$ cat config.mk
export PLATFORM = sky130hd
export DESIGN_NAME = itp_master_tx
export DESIGN_NICKNAME = d
export VERILOG_FILES = /design/src/itp_pkg.sv /design/src/itp_sync.sv /design/src/itp_qtr_div.sv /design/src/itp_master_tx.sv
export SDC_FILE = /design/constraint.sdc
export NUM_CORES = 1
export LEC_CHECK = 0
export BUFFER_PORTS_ARGS = -buffer_cell sky130_fd_sc_hd__buf_2
export CAP_MARGIN = 20
export CELL_PAD_IN_SITES_DETAIL_PLACEMENT = 1
export CELL_PAD_IN_SITES_GLOBAL_PLACEMENT = 1
export CORE_ASPECT_RATIO = 1.1
export CORE_MARGIN = 2
export CORE_UTILIZATION = 48
export CTS_CLUSTER_DIAMETER = 30
export DETAILED_ROUTE_END_ITERATION = 10
export PLACE_DENSITY_LB_ADDON = 0.1
export SETUP_SLACK_MARGIN = 0.2
export SYNTH_ARGS = -nofsm -noshare
export SYNTH_HDL_FRONTEND = slang
export SYNTH_SLANG_ARGS = --single-unit
$ cat constraint.sdc
create_clock -name clk -period 6.2 [get_ports clk]
set_clock_uncertainty 0.15 [all_clocks]
set_input_delay 1.24 -clock clk [delete_from_list [all_inputs] [get_ports clk]]
set_output_delay 1.24 -clock clk [all_outputs]
set_load 0.05 [all_outputs]
$ cat src/itp_pkg.sv
/*
 Shared types and constants of the two-wire master transmit path.
 Assumes a single 50 MHz clock and a synchronous active-high reset.
*/
package itp_pkg;

   // -----------------------------------------------------------------
   // Timing
   // -----------------------------------------------------------------
   localparam int unsigned CLK_HZ   = 50_000_000;
   localparam int unsigned SCL_HZ   = 100_000;
   // Four quarter phases per bit on the line
   localparam int unsigned QTR_CYC  = CLK_HZ / (4 * SCL_HZ);

   // -----------------------------------------------------------------
   // Field positions and widths
   // -----------------------------------------------------------------
   localparam int unsigned WORD_W   = 24;
   localparam int unsigned ADDR_MSB = 23;
   localparam int unsigned ADDR_LSB = 16;
   localparam int unsigned RW_BIT   = 16;
   localparam logic [2:0]  BIT_LAST = 3'h7;
   localparam logic [1:0]  BYTE_MAX = 2'h2;
   localparam logic [1:0]  PH_LOW   = 2'h0;
   localparam logic [1:0]  PH_RISE  = 2'h1;
   localparam logic [1:0]  PH_HIGH  = 2'h2;
   localparam logic [1:0]  PH_FALL  = 2'h3;

   // -----------------------------------------------------------------
   // Types
   // -----------------------------------------------------------------
   typedef enum logic [5:0] {
      ST_IDLE  = 6'h01,
      ST_START = 6'h02,
      ST_BIT   = 6'h04,
      ST_ACK   = 6'h08,
      ST_STALL = 6'h10,
      ST_STOP  = 6'h20
   } itp_fsm_t;

   typedef struct packed {
      logic       port_enable_bit;
      logic       two_wire_select_bit;
      logic       master_select_bit;
      logic [1:0] word_length_select;
      logic       idle_request_bit;
   } itp_ctrl_t;

   typedef struct packed {
      logic scl_o;
      logic scl_oe_n;
      logic sda_o;
      logic sda_oe_n;
   } itp_pin_out_t;

   typedef struct packed {
      itp_fsm_t    state;
      logic [1:0]  phase;
      logic [23:0] bit_shift_register;
      logic [23:0] transmit_holding_register;
      logic        hold_full;
      logic [2:0]  bit_cnt;
      logic [1:0]  byte_cnt;
      logic        addr_phase;
      logic        rw;
      logic        tx_session;
      logic        ack_high;
      logic        transmit_empty_flag;
      logic        bus_error_flag;
      logic        scl_low;
      logic        sda_low;
   } itp_state_t;

   localparam itp_state_t STATE_RST = '{
      state: ST_IDLE, phase: 2'h0, bit_shift_register: 24'h00_0000,
      transmit_holding_register: 24'h00_0000, hold_full: 1'b0,
      bit_cnt: 3'h0, byte_cnt: 2'h0, addr_phase: 1'b0, rw: 1'b0,
      tx_session: 1'b0, ack_high: 1'b0, transmit_empty_flag: 1'b1,
      bus_error_flag: 1'b0, scl_low: 1'b0, sda_low: 1'b0};

endpackage

$ cat src/itp_sync.sv
/*
 Two-flop synchroniser for line levels.
 Assumes inputs are asynchronous levels; only the second flop is read.
*/
`timescale 1ns/10ps
module itp_sync #(
   parameter int unsigned W = 2
) (
   // Clock and reset
   input  wire logic         clk,
   input  wire logic         rst,
   // Levels
   input  wire logic [W-1:0] d,
   output logic      [W-1:0] q
);
   logic [W-1:0] meta;

   always_ff @(posedge clk) begin
      if (rst) begin
         meta <= '1;
         q    <= '1;
      end else begin
         meta <= d;
         q    <= meta;
      end
   end
endmodule // itp_sync

$ cat src/itp_qtr_div.sv
/*
 Divider giving a one-cycle pulse per quarter bit of the line clock.
 Assumes the system clock; cleared with the port's individual reset.
*/
`timescale 1ns/10ps
module itp_qtr_div #(
   parameter int unsigned DIV = itp_pkg::QTR_CYC
) (
   // Clock and reset
   input  wire logic clk,
   input  wire logic rst,
   // Quarter-bit enable
   output logic      tick
);
   logic [15:0] cnt;

   always_ff @(posedge clk) begin
      if (rst) begin
         cnt  <= 16'h0000;
         tick <= 1'b0;
      end else if (cnt == 16'(DIV - 1)) begin
         cnt  <= 16'h0000;
         tick <= 1'b1;
      end else begin
         cnt  <= cnt + 16'h0001;
         tick <= 1'b0;
      end
   end
endmodule // itp_qtr_div

$ cat src/itp_master_tx.sv
/*
 Two-wire bus master: address phase and transmit session of the serial
 host port, plus its behaviour during the processor stop state.
 Assumes control bits arrive as plain ports on clk, the line pins are
 open drain with external pull-ups, and the holding register is fed
 by a valid/ready write port from software or DMA.
*/
// Functional notes
// Address byte acked with direction bit clear starts a transmit session.
// Session start loads shifter from holding register; bits go out MSB first.
// Ninth pulse samples data line; low acknowledge continues with next byte.
// No acknowledge sets bus error flag, sends stop, ends session.
// Next word is loaded only after whole word, length per word select.
// Software sizes frames in whole words; address byte not counted.
// In transmit session the receive FIFO transfers are blocked.
// Each hand-over to shifter sets transmit empty flag, accepts new word.
// Shifter and holding register empty: clock held low until new data.
// Idle request while stalled releases clock, sends stop, ends session.
// Processor stop state holds the port in individual reset, no transfers.
// Stop-state reset in two-wire mode releases all pins.
// Stop-state reset in other mode leaves pin states unchanged.
// Stop-state reset returns status and paths to hardware reset values.
// Control bits keep their values through stop-state reset.
// Software should disable the port before entering stop state.
// Software sets enable, two-wire and master bits; clock rate first.
// Write while idle sends start then only the top address byte.
// Stop: data line released low to high while clock line is high.
`timescale 1ns/10ps
module itp_master_tx #(
   parameter int unsigned QTR_CYC = itp_pkg::QTR_CYC
) (
   // Clock and reset
   input  wire logic                 clk,
   input  wire logic                 rst,
   // Processor stop state
   input  wire logic                 stop_state,
   // Control bits, held outside
   input  wire itp_pkg::itp_ctrl_t   ctrl,
   // Holding register write
   input  wire logic                 wr_valid,
   input  wire logic [23:0]          wr_data,
   output logic                      wr_ready,
   // Status
   output logic                      transmit_empty_flag,
   output logic                      bus_error_flag,
   input  wire logic                 bus_error_clear,
   output logic                      idle_flag,
   output logic                      tx_session,
   output logic                      rx_transfer_enable,
   // Line pins
   input  wire logic                 scl_i,
   input  wire logic                 sda_i,
   output itp_pkg::itp_pin_out_t     pins
);

   // ---------------------------------------------------------------
   // Line sampling and bit timing
   // ---------------------------------------------------------------
   itp_pkg::itp_state_t s;
   itp_pkg::itp_state_t next_s;
   logic [1:0]          line_s;
   logic                scl_s;
   logic                sda_s;
   logic                tick;
   logic                step;
   logic                wr_fire;
   logic                master_on;
   logic [1:0]          last_byte;

   itp_sync #(
      .W (2)
   ) u_sync (
      .clk (clk),
      .rst (rst),
      .d   ({scl_i, sda_i}),
      .q   (line_s)
   );

   assign scl_s = line_s[1];
   assign sda_s = line_s[0];

   // Divider held in reset during stop
   itp_qtr_div #(
      .DIV (QTR_CYC)
   ) u_div (
      .clk  (clk),
      .rst  (rst | stop_state),
      .tick (tick)
   );

   // Slave may stretch the clock: high phase waits for the line
   assign step = tick & ~((s.phase == itp_pkg::PH_HIGH) & ~scl_s);

   assign master_on = ctrl.port_enable_bit & ctrl.two_wire_select_bit
                    & ctrl.master_select_bit;

   // Bytes per word from the word select, capped at three
   assign last_byte = (ctrl.word_length_select > itp_pkg::BYTE_MAX) ?
                      itp_pkg::BYTE_MAX : ctrl.word_length_select;

   // Holding register open whenever empty, master on and not in stop state
   assign wr_ready = ~stop_state & master_on &
                     ((s.state == itp_pkg::ST_IDLE) | ~s.hold_full);
   assign wr_fire  = wr_valid & wr_ready;

   // ---------------------------------------------------------------
   // Next state
   // ---------------------------------------------------------------
   always_comb begin
      next_s = s;

      // Set wins: the set paths below come after the clear
      if (bus_error_clear) begin
         next_s.bus_error_flag = 1'b0;
      end

      if (wr_fire && s.state != itp_pkg::ST_IDLE) begin
         next_s.transmit_holding_register = wr_data;
         next_s.hold_full                 = 1'b1;
         next_s.transmit_empty_flag       = 1'b0;
      end

      if (step && s.state != itp_pkg::ST_IDLE && s.state != itp_pkg::ST_STALL) begin
         next_s.phase = s.phase + 2'h1;
      end

      case (s.state)
         itp_pkg::ST_IDLE: begin
            next_s.scl_low    = 1'b0;
            next_s.sda_low    = 1'b0;
            next_s.tx_session = 1'b0;
            // Write while idle is the address byte only
            if (wr_fire) begin
               next_s.bit_shift_register =
                  {wr_data[itp_pkg::ADDR_MSB:itp_pkg::ADDR_LSB], 16'h0000};
               next_s.rw         = wr_data[itp_pkg::RW_BIT];
               next_s.addr_phase = 1'b1;
               next_s.bit_cnt    = itp_pkg::BIT_LAST;
               next_s.phase      = itp_pkg::PH_LOW;
               next_s.state      = itp_pkg::ST_START;
            end
         end

         itp_pkg::ST_START: begin
            if (step) begin
               case (s.phase)
                  // Data falls while clock is high
                  itp_pkg::PH_LOW: begin
                     next_s.sda_low = 1'b1;
                  end
                  itp_pkg::PH_FALL: begin
                     next_s.scl_low = 1'b1;
                     next_s.state   = itp_pkg::ST_BIT;
                  end
                  default: begin
                  end
               endcase
            end
         end

         itp_pkg::ST_BIT: begin
            if (step) begin
               case (s.phase)
                  // MSB first
                  itp_pkg::PH_LOW: begin
                     next_s.sda_low = ~s.bit_shift_register[itp_pkg::WORD_W-1];
                  end
                  itp_pkg::PH_RISE: begin
                     next_s.scl_low = 1'b0;
                  end
                  itp_pkg::PH_FALL: begin
                     next_s.scl_low            = 1'b1;
                     next_s.bit_shift_register = {s.bit_shift_register[22:0], 1'b0};
                     if (s.bit_cnt == 3'h0) begin
                        next_s.state = itp_pkg::ST_ACK;
                     end else begin
                        next_s.bit_cnt = s.bit_cnt - 3'h1;
                     end
                  end
                  default: begin
                  end
               endcase
            end
         end

         itp_pkg::ST_ACK: begin
            if (step) begin
               case (s.phase)
                  itp_pkg::PH_LOW: begin
                     next_s.sda_low = 1'b0;
                  end
                  itp_pkg::PH_RISE: begin
                     next_s.scl_low = 1'b0;
                  end
                  // Ninth pulse sample
                  itp_pkg::PH_HIGH: begin
                     next_s.ack_high = sda_s;
                  end
                  default: begin
                     next_s.scl_low = 1'b1;
                     if (s.ack_high) begin
                        // No acknowledge ends the session
                        next_s.bus_error_flag = 1'b1;
                        next_s.state          = itp_pkg::ST_STOP;
                     end else if (s.addr_phase) begin
                        next_s.addr_phase = 1'b0;
                        if (s.rw) begin
                           // Receive session lives outside this path
                           next_s.state = itp_pkg::ST_STOP;
                        end else begin
                           // Direction clear opens transmit
                           next_s.tx_session = 1'b1;
                           next_s.state      = itp_pkg::ST_STALL;
                        end
                     end else if (s.byte_cnt == last_byte) begin
                        // Word done, fetch at stall check
                        next_s.state = itp_pkg::ST_STALL;
                     end else begin
                        // Acked, next byte of word
                        next_s.byte_cnt = s.byte_cnt + 2'h1;
                        next_s.bit_cnt  = itp_pkg::BIT_LAST;
                        next_s.state    = itp_pkg::ST_BIT;
                     end
                  end
               endcase
            end
         end

         itp_pkg::ST_STALL: begin
            // Clock held low while nothing waits
            next_s.scl_low = 1'b1;
            if (s.hold_full) begin
               // Load shifter from holding register
               next_s.bit_shift_register  = s.transmit_holding_register;
               next_s.hold_full           = 1'b0;
               // Hand-over sets the empty flag
               next_s.transmit_empty_flag = 1'b1;
               next_s.bit_cnt             = itp_pkg::BIT_LAST;
               next_s.byte_cnt            = 2'h0;
               next_s.phase               = itp_pkg::PH_LOW;
               next_s.state               = itp_pkg::ST_BIT;
            end else if (ctrl.idle_request_bit) begin
               // Idle request restarts clock for stop
               next_s.phase = itp_pkg::PH_LOW;
               next_s.state = itp_pkg::ST_STOP;
            end
         end

         itp_pkg::ST_STOP: begin
            if (step) begin
               case (s.phase)
                  itp_pkg::PH_LOW: begin
                     next_s.sda_low = 1'b1;
                  end
                  itp_pkg::PH_RISE: begin
                     next_s.scl_low = 1'b0;
                  end
                  // Data rises while clock is high
                  itp_pkg::PH_FALL: begin
                     next_s.sda_low    = 1'b0;
                     next_s.tx_session = 1'b0;
                     next_s.state      = itp_pkg::ST_IDLE;
                  end
                  default: begin
                  end
               endcase
            end
         end

         default: begin
            next_s = itp_pkg::STATE_RST;
         end
      endcase

      // Stop state: individual reset, no transfers
      if (stop_state) begin
         // Status and both paths back to reset values
         next_s = itp_pkg::STATE_RST;
         // Other modes keep their pin levels
         if (!ctrl.two_wire_select_bit) begin
            next_s.scl_low = s.scl_low;
            next_s.sda_low = s.sda_low;
         end
         // Two-wire mode takes the reset value: pins released
      end
   end

   // ---------------------------------------------------------------
   // State register
   // ---------------------------------------------------------------
   // Control bits are ports and are never touched here
   always_ff @(posedge clk) begin
      if (rst) begin
         s <= itp_pkg::STATE_RST;
      end else begin
         s <= next_s;
      end
   end

   // ---------------------------------------------------------------
   // Outputs
   // ---------------------------------------------------------------
   // Open drain: output level is always low, the enable does the work
   assign pins.scl_o    = 1'b0;
   assign pins.sda_o    = 1'b0;
   assign pins.scl_oe_n = ~s.scl_low;
   assign pins.sda_oe_n = ~s.sda_low;

   assign transmit_empty_flag = s.transmit_empty_flag;
   assign bus_error_flag      = s.bus_error_flag;
   assign idle_flag           = (s.state == itp_pkg::ST_IDLE);
   assign tx_session          = s.tx_session;
   // Receive transfers blocked in transmit session
   assign rx_transfer_enable  = ~s.tx_session & ~s.addr_phase
                              & (s.state != itp_pkg::ST_IDLE) & s.rw;

endmodule // itp_master_tx

After elaboration in Yosys (flattened, before gate mapping)
Cells that the tools add are included.
Widths: inputs -> output; s select.
- bits in registers: 91
- word-level logic and storage cells: 204
- output and inout bits: 10
- input port bits: 37
- eq/ne operators: 46
- muxes and demuxes: 75
- add/sub/neg operators: 4
- bitwise logic cells: 29
- reduce and logical (&&, ||, !) cells: 30
- magnitude comparators: 1
- operators by type and width (kind ; count):
    $mux 6 ; 16
    $pmux 24 s4 ; 1
    $mux 24 ; 3
    $pmux 6 s6 ; 1
    $mux 32 ; 1
    $ne 2x2->1 const B ; 15
    $reduce_and 11->1 ; 2
    $mux 1 ; 19
    $mux 2 ; 9
    $ne 3x3->1 const B ; 6
    $not 1->1 ; 17
    $add 16x1->16 const B ; 1
    $eq 16x7->1 const B ; 1
    $mux 8 ; 2
    $pmux 1 s2 ; 8
    $mux 3 ; 5
    $mux 5 ; 3
    $ne 3x2->1 const B ; 5
    $pmux 3 s5 ; 1
    $reduce_or 5->1 ; 3
    $pmux 2 s3 ; 2
    $reduce_or 3->1 ; 4
    $reduce_or 4->1 ; 3
    $and 1x1->1 ; 10
    31 further kinds ; 47

Depth between registers and ports, before layout
Gate-level depths: netlist of the first run.
- depth after elaboration: 10
- depth in mapped cells: 8

Modules after synthesis
From an unflattened synthesis of the first run, not the netlist that was laid out.
- cell total of the unflattened synthesis: 516
- area, all modules: 4461.8 µm²
- modules (own cells, without submodules) (module ; cells an instance ; instances ; seq. area each (µm²) ; area each (µm²)):
    itp_master_tx ; 422 ; 1 ; 1401.3 ; 3568.4
    itp_qtr_div ; 86 ; 1 ; 340.3 ; 788.3
    itp_sync ; 8 ; 1 ; 80.1 ; 105.1

Worst setup path before layout of the first run
OpenSTA, ideal clock, no wires.
- kind: register -> output
- start: register s[69] (netlist name)
- end: output rx_transfer_enable
- path buffers: 0
- data arrival time: 2.519 ns
- slack: 2.291 ns
- cell stages (with the launch flop): 5
- cell sequence: dfxtp_1 > nor2b_1 > nand2_1 > inv_1 > nor4_1
- cells in the longest elaborated chain, start to end: 3
- ends and longest elaborated chain (element ; RTL line ; RTL):
    start: declaration ; itp_master_tx.sv:59 ; itp_pkg::itp_state_t s;
    start signal: assignment ; itp_master_tx.sv:294 ; s <= itp_pkg::STATE_RST;
    start signal: assignment ; itp_master_tx.sv:296 ; s <= next_s;
    $ne 6x1->1 ; itp_master_tx.sv:315 ; & (s.state != itp_pkg::ST_IDLE) & s.rw;
    $and 1x1->1 (2 in a row) ; itp_master_tx.sv:315 ;
    end: declaration ; itp_master_tx.sv:49 ; output logic rx_transfer_enable,
Every way passes these cells.

Worst setup path in the final report of the first run
Same ends and word-level chain as after synthesis.

==> flow_summary.toml, run 1 <==
[worst_setup_path]
cp_max_fo = 15
timing.setup.critical_path_class = "reg -> out"
setup.worst_path.end_class = "primary output"
startpoint_of_the_worst_register_to_register_path = "s[66]$_SDFFE_PP0P_"
crit_path_start = "s[69]$_SDFFE_PP0P_"
worst_ep_required_time_ns = 4.81
crit_path_start_kind = "flip-flop"
critPathArrivalTime_ns = 2.25
timing.reg2reg.setup_slack_ns = 3.05

[clocking]
clock_tree.root_cell = "sky130_fd_sc_hd__clkbuf_8"
cts-resized-gates = 0
cts_htree_levels = 3
cts_tree = "built"
holdBufCountCts = 0
cts_inserted_buffers = 9
post-cts-setup-buffer-count = 0
worst_skew_pair.late_latency_ns = 0.36
cts_num_sinks = 91
clk_pin_slew_worst_paths_ns = 0.10
cts.path.max_buffers = 2

[status]
run_status = "finished clean"

[die]
die_area_sq_um = 9960
fp.dieH_um = 104
io_pins = 47
fp-row-count = 36
die_width_um = 95.3
initial_core_util_pct = 49.6
core_area_sq_um = 8870

[place]
gpl.final_weighted_congestion = 0.875
dp_hpwl_um = 7920
numPlacedInstances = 638
buffer_ports.inserted = 44

[sta]
setup_viol = 0
worst_slew_pin_slew_ns = 1.06
sum_of_negative_setup_slack_ns = 0
final.period_utilization_pct = 58.7
worst_case_headroom_to_the_max_slew_limit_pct = 29.6
grt_setup_unrepaired = "no"
final.min_clock_period_ns = 3.64
timing_max_transition_violations_final = 0
final_hold_viol_count = 0
achievable-frequency_mhz = 275

[power]
power.static_leakage_nw = 1.65
power_density_nw_per_um2 = 225
report.power.total_mw = 1.08
max-vdd-ir-drop_mv = 0.153

[synthesis]
synth.most_common_cell = "sky130_fd_sc_hd__dfxtp_1"
share_of_synthesized_cell_area_in_full_adder_half_adder_and_majority_cells_pct = 2.27
synth-xor-area-share_pct = 3.98
post_synth.cell_area_avg_sq_um = 8.63
postSynth.topFlopCell = "sky130_fd_sc_hd__dfxtp_1"
post_synth_instance_area_sq_um = 4400
ys_async_sr_fraction_pct = 0
netlist_top_cells_area = "sky130_fd_sc_hd__dfxtp_1 (41%), sky130_fd_sc_hd__nand2_1 (5.8%), sky130_fd_sc_hd__a21oi_1 (4.9%), sky130_fd_sc_hd__o2bb2ai_1 (4.6%), sky130_fd_sc_hd__nor2_1 (3.3%)"
complex_gate_fraction_of_the_synthesized_area_pct = 24.0
top_area_cell_type_share_of_the_netlist_area_pct = 41.4
syn-instance-count = 510
synth_top_family_by_area = "compound AO/OA/AOI/OAI gates"
synthesis.yosys.warnings = 0
synth_mux_area_share_pct = 0.227
number_of_flops_mapped_to_enable_cells_by_yosys = 0
synth_top_area_cell = "sky130_fd_sc_hd__dfxtp_1"
synth-simple-area-share_pct = 22.8
yosys.cell_types.count = 68
synth_seq_cells = 91
yosysSeqAreaShare_pct = 41.4
netlist_top_cells_count = "sky130_fd_sc_hd__dfxtp_1 (91), sky130_fd_sc_hd__nand2_1 (68), sky130_fd_sc_hd__a21oi_1 (43), sky130_fd_sc_hd__nor2_1 (39), sky130_fd_sc_hd__o2bb2ai_1 (23)"

[global_routing]
pin_count_of_the_biggest_net_entering_global_routing = 30
grt_overflow_total = 0
number_of_global_route_vias_before_repair = 4070
grtUsageTotal_pct = 24.4
first_pass_grt_wire_length_um = 19500
antenna_found_initial = 0

[route]
number_of_design_rule_violations_left_by_the_first_detailed_router_iteration = 173
via_count = 3919
drcViolationCount = 0
drt_pass1_iterations = 5
drt.antenna.violating_nets = 0
number_of_vias_per_cell_after_detailed_routing = 6.00
routed_len_inst_um = 17.8
wirelength_um = 11600

[finish]
post_route_cells_drive_above_1_share_pct = 15.4
multiInputGateArea_sq_um = 2350
filler_cell_count = 1089
antennaDiodeCount = 0
post_layout_instance_count_excluding_filler_cells = 653
finish.net_count = 580
area.growth.synth_to_final_pct = 8.95
regArea_sq_um = 1820

[flow_run]
max_cap_violations = 0

[min_path]
timing.hold.worst.class = "reg -> reg"
hold_start = "u_sync.meta[1]$_SDFF_PP1_"
## worst paths after layout
check                                               to  cells past startpoint
worst max-delay path                rx_transfer_enable                      5
worst min-delay path            u_sync.q[1]$_SDFF_PP1_                      1
worst max register to register      s[42]$_SDFFE_PP0P_                      5
worst min register to register  u_sync.q[1]$_SDFF_PP1_                      1
## final cells by class
class / count / area share, %
clock buffer: 9 / 2.58
inverter: 18 / 1.41
timing repair buffer: 47 / 5.06
clock inverter: 6 / 1.02
sequential: 91 / 38.0
multi-input combinational: 368 / 49.0
tap: 114 / 2.97
## logic make-up (layout without fill, tap and decap cells)
logic type / count (synthesis) / in the layout
DFF: 91 / 91
adders and majority gates: 8 / 8
other: 1 / 2
AOI/OAI and AO/OA: 143 / 143
xor gates and xnor gates: 20 / 20
muxes: 1 / 1
and+or+nand+nor: 194 / 194
buffers and inverters: 52 / 80
## where the power goes
group	internal [mW]	switching [mW]
logic	0.0360	0.0748
registers	0.590	0.00859
clock network	0.148	0.224
total	0.774	0.307
## worst max-delay path: stages, from the launching register on
cell and delay (ns):
sky130_fd_sc_hd__dfxtp_1 0.78, sky130_fd_sc_hd__nor2b_1 0.14, sky130_fd_sc_hd__nand2_1 0.27, sky130_fd_sc_hd__inv_1 0.19, sky130_fd_sc_hd__nor4_1 0.20, sky130_fd_sc_hd__buf_2 0.31
## placed cells by master (no fill, tap or decap), types with 4 or more instances in the layout
cell type	instances
sky130_fd_sc_hd__a21oi_1	43
sky130_fd_sc_hd__a222oi_1	8
sky130_fd_sc_hd__a22oi_1	16
sky130_fd_sc_hd__a31oi_1	4
sky130_fd_sc_hd__and3_1	7
sky130_fd_sc_hd__buf_2	44
sky130_fd_sc_hd__clkbuf_8	9
sky130_fd_sc_hd__dfxtp_1	91
sky130_fd_sc_hd__ha_1	8
sky130_fd_sc_hd__inv_1	18
sky130_fd_sc_hd__nand2_1	68
sky130_fd_sc_hd__nand3_1	13
sky130_fd_sc_hd__nand4_1	6
sky130_fd_sc_hd__nor2_1	39
sky130_fd_sc_hd__nor2b_1	4
sky130_fd_sc_hd__nor3_1	10
sky130_fd_sc_hd__nor4_1	5
sky130_fd_sc_hd__o21a_1	4
sky130_fd_sc_hd__o21ai_0	9
sky130_fd_sc_hd__o221ai_1	4
sky130_fd_sc_hd__o2bb2ai_1	23
sky130_fd_sc_hd__or2_2	6
sky130_fd_sc_hd__or3_1	4
sky130_fd_sc_hd__or4_1	6
sky130_fd_sc_hd__xnor2_1	6
sky130_fd_sc_hd__xor2_1	14
## sequential cells by signal, summed over array words and instances (netlist names)
name / count
transmit_empty_flag: 1
bus_error_flag: 1
s: 67
u_sync.meta: 2
tx_session: 1
u_div.tick: 1
u_sync.q: 2
u_div.cnt: 16
## layer usage
layer	share of wire, %	global-route usage, %	up-vias
met1	44	31.2	1901
met3	3.9	3.77	20
li1	-	-	1909
met4	1.8	7.45	0
met2	50	41.6	89
met5	0	0	-
## stage by stage
step	cell area, sq um	util (%)	hold slack (ns)	setup WS, ns
floorplan	4410	-	0.239	2.29
global placement	4620	52.1	0.256	2.85
detailed placement	4620	52.1	0.254	2.83
CTS	4800	54.1	0.278	2.57
global route	4800	54.1	0.290	2.42
finish	4800	54.1	0.272	2.56
Note: power is estimated with default switching activity, not from simulation.
==> run 2, diff against run 1 <==
--- a/config.mk
+++ b/config.mk
@@ -11,7 +11,7 @@
 export CELL_PAD_IN_SITES_GLOBAL_PLACEMENT = 1
 export CORE_ASPECT_RATIO = 1.1
 export CORE_MARGIN = 2
-export CORE_UTILIZATION = 48
+export CORE_UTILIZATION = 44
 export CTS_CLUSTER_DIAMETER = 30
 export DETAILED_ROUTE_END_ITERATION = 10
 export PLACE_DENSITY_LB_ADDON = 0.1
==> constraint.sdc (replaced) <==
create_clock -name clk -period 3.35 [get_ports clk]
set_clock_uncertainty 0.15 [all_clocks]
set_input_delay 0.67 -clock clk [delete_from_list [all_inputs] [get_ports clk]]
set_output_delay 0.67 -clock clk [all_outputs]
set_load 0.05 [all_outputs]
==> run 2 against run 1 <==
Routed wire length up 8.4%; worst setup slack worse by 2.2 ns; final area up 1.9%; clock power up 88%; count of clock-buffer cells in the layout up 1; non-clock buffer count up 9; via count up 1.0%; hold slack better by 0.016 ns; global-route usage up 0.11 points; first-iteration DRC count up 36%; sequential share of layout area down 0.68 points; sequential power up 86%; largest power group unchanged.
==> flow_summary.toml, run 2 (synthesized netlist as in run 1, its figures left out) <==
[clocking]
clock_tree.root_cell = "sky130_fd_sc_hd__clkbuf_8"
holdBufCountCts = 0
cts_tree = "built"
cts_htree_levels = 3
cts_num_sinks = 91
cts_inserted_buffers = 9
clk_pin_slew_worst_paths_ns = 0.10
cts.path.max_buffers = 2
worst_skew_pair.late_latency_ns = 0.37

[sta]
whs_ns = 0.288
final.min_clock_period_ns = 2.98
timing_max_transition_violations_final = 0
grt_setup_unrepaired = "yes"
final_hold_viol_count = 0
setup_viol = 0
worst_case_headroom_to_the_max_slew_limit_pct = 49.8
worst_slew_pin_slew_ns = 0.753
sum_of_negative_setup_slack_ns = 0
achievable-frequency_mhz = 335
final.period_utilization_pct = 89.1

[route]
maxUsedRoutingLayer = "met4"
routed_len_inst_um = 18.8
drcViolationCount = 0
number_of_design_rule_violations_left_by_the_first_detailed_router_iteration = 235
met2_wirelength_um = 6140
wirelength_um = 12600
wl_met1_um = 5600
wl_met3_um = 468
via_count = 3960
drt_pass1_iterations = 5
drt.antenna.violating_nets = 0
number_of_vias_per_cell_after_detailed_routing = 5.92

[die]
initial_core_util_pct = 45.0
io_pins = 47
die_area_sq_um = 10800
die_width_um = 99.4
core_area_sq_um = 9790
fp-row-count = 38
fp.dieH_um = 109

[global_routing]
grt_overflow_total = 0
antenna_found_initial = 0
first_pass_grt_wire_length_um = 20900
grtUsageTotal_pct = 24.5
number_of_global_route_vias_before_repair = 4108
pin_count_of_the_biggest_net_entering_global_routing = 28

[power]
power.share.clock_pct = 34.7
switching_portion_of_total_power_pct = 28.8
max-vdd-ir-drop_mv = 0.210
combinational_cell_fraction_of_total_power_pct = 10.5
pwr-share-seq_pct = 54.8
power.static_leakage_nw = 1.70
p_int_mw = 1.44
power_density_nw_per_um2 = 414
power.switching_mw = 0.583

[flow_run]
max_cap_violations = 0

[place]
post_dp_cell_area_sq_um = 4710
buffer_ports.inserted = 44
numPlacedInstances = 653
gpl.final_weighted_congestion = 0.911
dp_hpwl_um = 8960

[min_path]
timing.hold.worst.class = "reg -> reg"

[finish]
reg.largest.list = "s x67, u_div.cnt x16"
post_layout_instance_count_excluding_filler_cells = 669
layout_commonest_cell = "sky130_fd_sc_hd__dfxtp_1"
area_of_all_placed_cells_without_fillers_sq_um = 4890
post_route_cells_drive_above_1_share_pct = 17.5
antennaDiodeCount = 0
number_of_flip_flops_in_the_largest_register = 67
finish.net_count = 589
area.growth.synth_to_final_pct = 11.0
most-common-layout-cells = "sky130_fd_sc_hd__dfxtp_1 (90), sky130_fd_sc_hd__nand2_1 (68), sky130_fd_sc_hd__buf_2 (44)"
regMostFlops = "s"

[worst_setup_path]
setup.worst_path.end_class = "primary output"
critPathArrivalTime_ns = 2.16
worstPathCellList = "nor2b_1 > nand2_1 > inv_1 > buf_2"
cp_slowest_stage_delay_ns = 0.73
timing.setup.critical_path_class = "reg -> out"
worst_ep_required_time_ns = 2.53
crit_path_start_kind = "flip-flop"
critical-path-slowest-cell = "sky130_fd_sc_hd__dfxtp_1"
cp_max_fo = 16

[status]
run_status = "finished clean"
run 2: cell count changes in the layout (fill, tap and decap cells not counted), sizes merged:
cell    delta
clkbuf     +1
buf        +9
inv        +1
clkinv     -1
run 2: layout make-up:
| class | instances | area, sq um |
|---|---|---|
| Multi-Input combinational cell | 368 | 2360 |
| Tap cell | 120 | 150 |
| Fill cell | 1197 | 4910 |
| Sequential cell | 91 | 1820 |
| Inverter | 18 | 67.6 |
| Clock buffer | 10 | 128 |
| Timing Repair Buffer | 56 | 310 |
| Clock inverter | 6 | 46.3 |
run 2: path summary, 6_finish.rpt:
path / start / to / slack, ns / cells after the start
worst max-delay path: s[64]$_SDFFE_PP1P_ / idle_flag / 0.37 / 4
worst min-delay path: u_sync.meta[1]$_SDFF_PP1_ / u_sync.q[1]$_SDFF_PP1_ / 0.29 / 1
worst max register to register: s[66]$_SDFFE_PP0P_ / s[43]$_SDFFE_PP0P_ / 0.57 / 5
worst min register to register: u_sync.meta[1]$_SDFF_PP1_ / u_sync.q[1]$_SDFF_PP1_ / 0.29 / 1
run 2: timing repair:
item                       CTS  global route
setup buffers                0             0
resized for setup            0             3
setup endpoints to repair    0            26
run 2: per-stage QoR:
| step | utilization, % | total power, mW | setup slack (ns) |
|---|---|---|---|
| 5_1_grt | 49.9 | 2.12 | 0.187 |
| 2_1_floorplan | - | 1.27 | 0.597 |
| 6_report | 49.9 | 2.02 | 0.365 |
| 3_3_place_gp | 48.0 | 1.34 | 0.545 |
| 3_5_place_dp | 48.0 | 1.34 | 0.408 |
| 4_1_cts | 49.8 | 2.04 | 0.244 |
run 2: critical path: cells and delay by family (launching register included):
| family | cells | cell delay, ns |
|---|---|---|
| DFF | 1 | 0.73 |
| buffers and inverters | 2 | 0.60 |
| and+or+nand+nor | 2 | 0.47 |
run 2: metal layers:
layer	vias to the layer above	track usage [%]
li1	1931	-
met4	0	11.1
met5	-	0
met2	92	40.6
met1	1905	31.5
met3	32	3.91
run 2: power by group through the flow:
| stage | clock, mW | combinational [mW] | sequential, mW |
|---|---|---|---|
| final | 0.701 | 0.213 | 1.11 |
| after CTS | 0.725 | 0.212 | 1.11 |
| after global placement | 0 | 0.206 | 1.13 |
| after detailed placement | 0 | 0.211 | 1.13 |
| after floorplan | 0 | 0.145 | 1.13 |
| after global routing | 0.778 | 0.234 | 1.11 |
==> run 3, diff against run 2 <==
--- a/config.mk
+++ b/config.mk
@@ -11,7 +11,7 @@
 export CELL_PAD_IN_SITES_GLOBAL_PLACEMENT = 1
 export CORE_ASPECT_RATIO = 1.1
 export CORE_MARGIN = 2
-export CORE_UTILIZATION = 44
+export CORE_UTILIZATION = 40
 export CTS_CLUSTER_DIAMETER = 30
 export DETAILED_ROUTE_END_ITERATION = 10
 export PLACE_DENSITY_LB_ADDON = 0.1
==> constraint.sdc (replaced) <==
create_clock -name clk -period 2.39 [get_ports clk]
set_clock_uncertainty 0.15 [all_clocks]
set_input_delay 0.478 -clock clk [delete_from_list [all_inputs] [get_ports clk]]
set_output_delay 0.478 -clock clk [all_outputs]
set_load 0.05 [all_outputs]
==> run 3 against run 2 <==
Global-route usage down 0.78 points; core utilization grew 3.7 points; hold slack got worse by 0.12 ns; worst setup slack got worse by 0.19 ns; cell count increased by 11%; combinational power is 120% higher; count of clock-buffer cells in the layout unchanged; sequential power rose by 39%; highest routed layer unchanged.
==> flow_summary.toml, run 3 (synthesized netlist as in run 1, its figures left out) <==
[route]
drt_pass1_iterations = 7
number_of_design_rule_violations_left_by_the_first_detailed_router_iteration = 223
via_count = 4304
drt.antenna.violating_nets = 0
routed_len_inst_um = 19.5
number_of_vias_per_cell_after_detailed_routing = 5.81
drcViolationCount = 0
wirelength_um = 14500

[clocking]
clk_pin_slew_worst_paths_ns = 0.07
worst_skew_pair.late_latency_ns = 0.35
cts_num_sinks = 91
cts_inserted_buffers = 9
cts.path.max_buffers = 2
clock_tree.root_cell = "sky130_fd_sc_hd__clkbuf_16"
cts_htree_levels = 3
holdBufCountCts = 0
cts_tree = "built"

[finish]
regMostFlops = "s"
reg.largest.list = "s x67, u_div.cnt x16"
finish.net_count = 635
post_route_cells_drive_above_1_share_pct = 30.0
layout_commonest_cell = "sky130_fd_sc_hd__dfxtp_1"
number_of_flip_flops_in_the_largest_register = 67
area.growth.synth_to_final_pct = 31.5
filler_cell_count = 1287
most-common-layout-cells = "sky130_fd_sc_hd__dfxtp_1 (84), sky130_fd_sc_hd__nand2_1 (66), sky130_fd_sc_hd__buf_4 (46)"
antennaDiodeCount = 0

[die]
fp-row-count = 40
io_pins = 47
die_width_um = 104
fp.dieH_um = 114
core_area_sq_um = 10800
die_area_sq_um = 11900
initial_core_util_pct = 40.7

[sta]
sum_of_negative_setup_slack_ns = 0
final.period_utilization_pct = 92.5
timing_max_transition_violations_final = 0
final_hold_viol_count = 0
worst_case_headroom_to_the_max_slew_limit_pct = 64.6
setup_viol = 0
worst_slew_pin_slew_ns = 0.528
grt_setup_unrepaired = "yes"
achievable-frequency_mhz = 452
final.min_clock_period_ns = 2.21

[place]
buffer_ports.inserted = 44
gpl.final_weighted_congestion = 0.875
dp_hpwl_um = 9100

[power]
power.switching_mw = 0.908
power.share.clock_pct = 43.5
p_int_mw = 2.65
pwr-share-seq_pct = 43.4
combinational_cell_fraction_of_total_power_pct = 13.1
max-vdd-ir-drop_mv = 0.271
power_density_nw_per_um2 = 614
power.static_leakage_nw = 2.09
switching_portion_of_total_power_pct = 25.6
report.power.total_mw = 3.55

[worst_setup_path]
crit_path_start_kind = "flip-flop"
setup.worst_path.end_class = "primary output"
worst-r2r-cell-count = 8
worst_r2r_endpoint = "s[50]$_SDFFE_PP0P_"
critical-path-slowest-cell = "sky130_fd_sc_hd__dfxtp_4"
worst_ep_required_time_ns = 1.76
critical_path.top_delay_family = "flip-flops"
startpoint_of_the_worst_register_to_register_path = "s[67]$_SDFFE_PP0P_"
cp_slowest_stage_delay_ns = 0.39
cp_max_fo = 7
critPathArrivalTime_ns = 1.58
worstPathCellList = "nor4_4 > buf_4 > nand2_8 > a21oi_4 > buf_6"
critical_path_buf_inv_count = 2
timing.reg2reg.setup_slack_ns = 0.19
timing.setup.critical_path_class = "reg -> out"

[min_path]
timing.hold.worst.class = "in -> reg"
hold_path_depth = 2
hold_path_end = "u_sync.meta[0]$_SDFF_PP1_"
hold_start = "sda_i"

[global_routing]
grtUsageTotal_pct = 23.7
antenna_found_initial = 0
number_of_global_route_vias_before_repair = 4389
grt_overflow_total = 0
pin_count_of_the_biggest_net_entering_global_routing = 27
first_pass_grt_wire_length_um = 22500

[status]
run_status = "finished clean"

[flow_run]
max_cap_violations = 0
## run 3: changes by cell type in the layout (fill, tap and decap cells not counted), sizes merged
| cell | change |
|---|---|
| bufinv | +2 |
| clkinv | -1 |
| buf | +44 |
| inv | -3 |
| clkbuf | +2 |
| clkinvlp | +1 |
## run 3: routing by layer
layer	GRT usage, %	wire length, um
met1	29.6	6050
met3	4.74	639
met2	40.3	7350
met5	0	0
met4	9.64	443
## run 3: metrics by stage
step	utilization [%]	setup WS [ns]	hold slack [ns]	instance area (sq um)	std cells
floorplan	-	0.0990	0.239	4430	511
CTS	50.8	0.166	0.165	5500	730
global placement	46.1	0.0603	0.246	4990	702
global route	53.6	0.123	0.168	5790	741
detailed placement	46.1	0.0320	0.254	4990	702
finish	53.6	0.180	0.171	5790	741
## run 3: power groups by stage
stage | combinational (mW) | sequential, mW | clock [mW]
after floorplan | 0.209 | 1.58 | 0
after detailed placement | 0.367 | 1.58 | 0
final | 0.466 | 1.54 | 1.55
after global placement | 0.360 | 1.58 | 0
after CTS | 0.401 | 1.54 | 1.58
after global routing | 0.496 | 1.54 | 1.65
## run 3: final cells by class
cell class | count | area (sq um) | share of cell area (%)
Inverter | 18 | 71.3 | 1.23
Tap cell | 147 | 184 | 3.18
Clock buffer | 10 | 229 | 3.95
Timing Repair Buffer | 102 | 808 | 14.0
Sequential cell | 91 | 1840 | 31.8
Multi-Input combinational cell | 368 | 2570 | 44.4
Clock inverter | 5 | 86.3 | 1.49
## run 3: worst max path at each step
| stage | start | end | slack [ns] | cells past startpoint |
|---|---|---|---|---|
| 6_report | s[66]$_SDFFE_PP0P_ | wr_ready | 0.18 | 5 |
| 2_1_floorplan | s[69]$_SDFFE_PP0P_ | rx_transfer_enable | 0.1 | 4 |
| 4_1_cts | s[69]$_SDFFE_PP0P_ | rx_transfer_enable | 0.17 | 6 |
| 5_1_grt | s[67]$_SDFFE_PP0P_ | s[61]$_SDFFE_PP0P_ | 0.12 | 8 |
| 3_5_place_dp | s[66]$_SDFFE_PP0P_ | s[53]$_SDFFE_PP0P_ | 0.03 | 6 |
| 3_3_place_gp | s[66]$_SDFFE_PP0P_ | s[47]$_SDFFE_PP0P_ | 0.06 | 6 |
## run 3: what timing repair did
action	CTS	global route
gates resized for setup	24	36
cloned	0	3
endpoints found under the setup margin	69	55
setup buffers	13	8
pin swaps	3	3
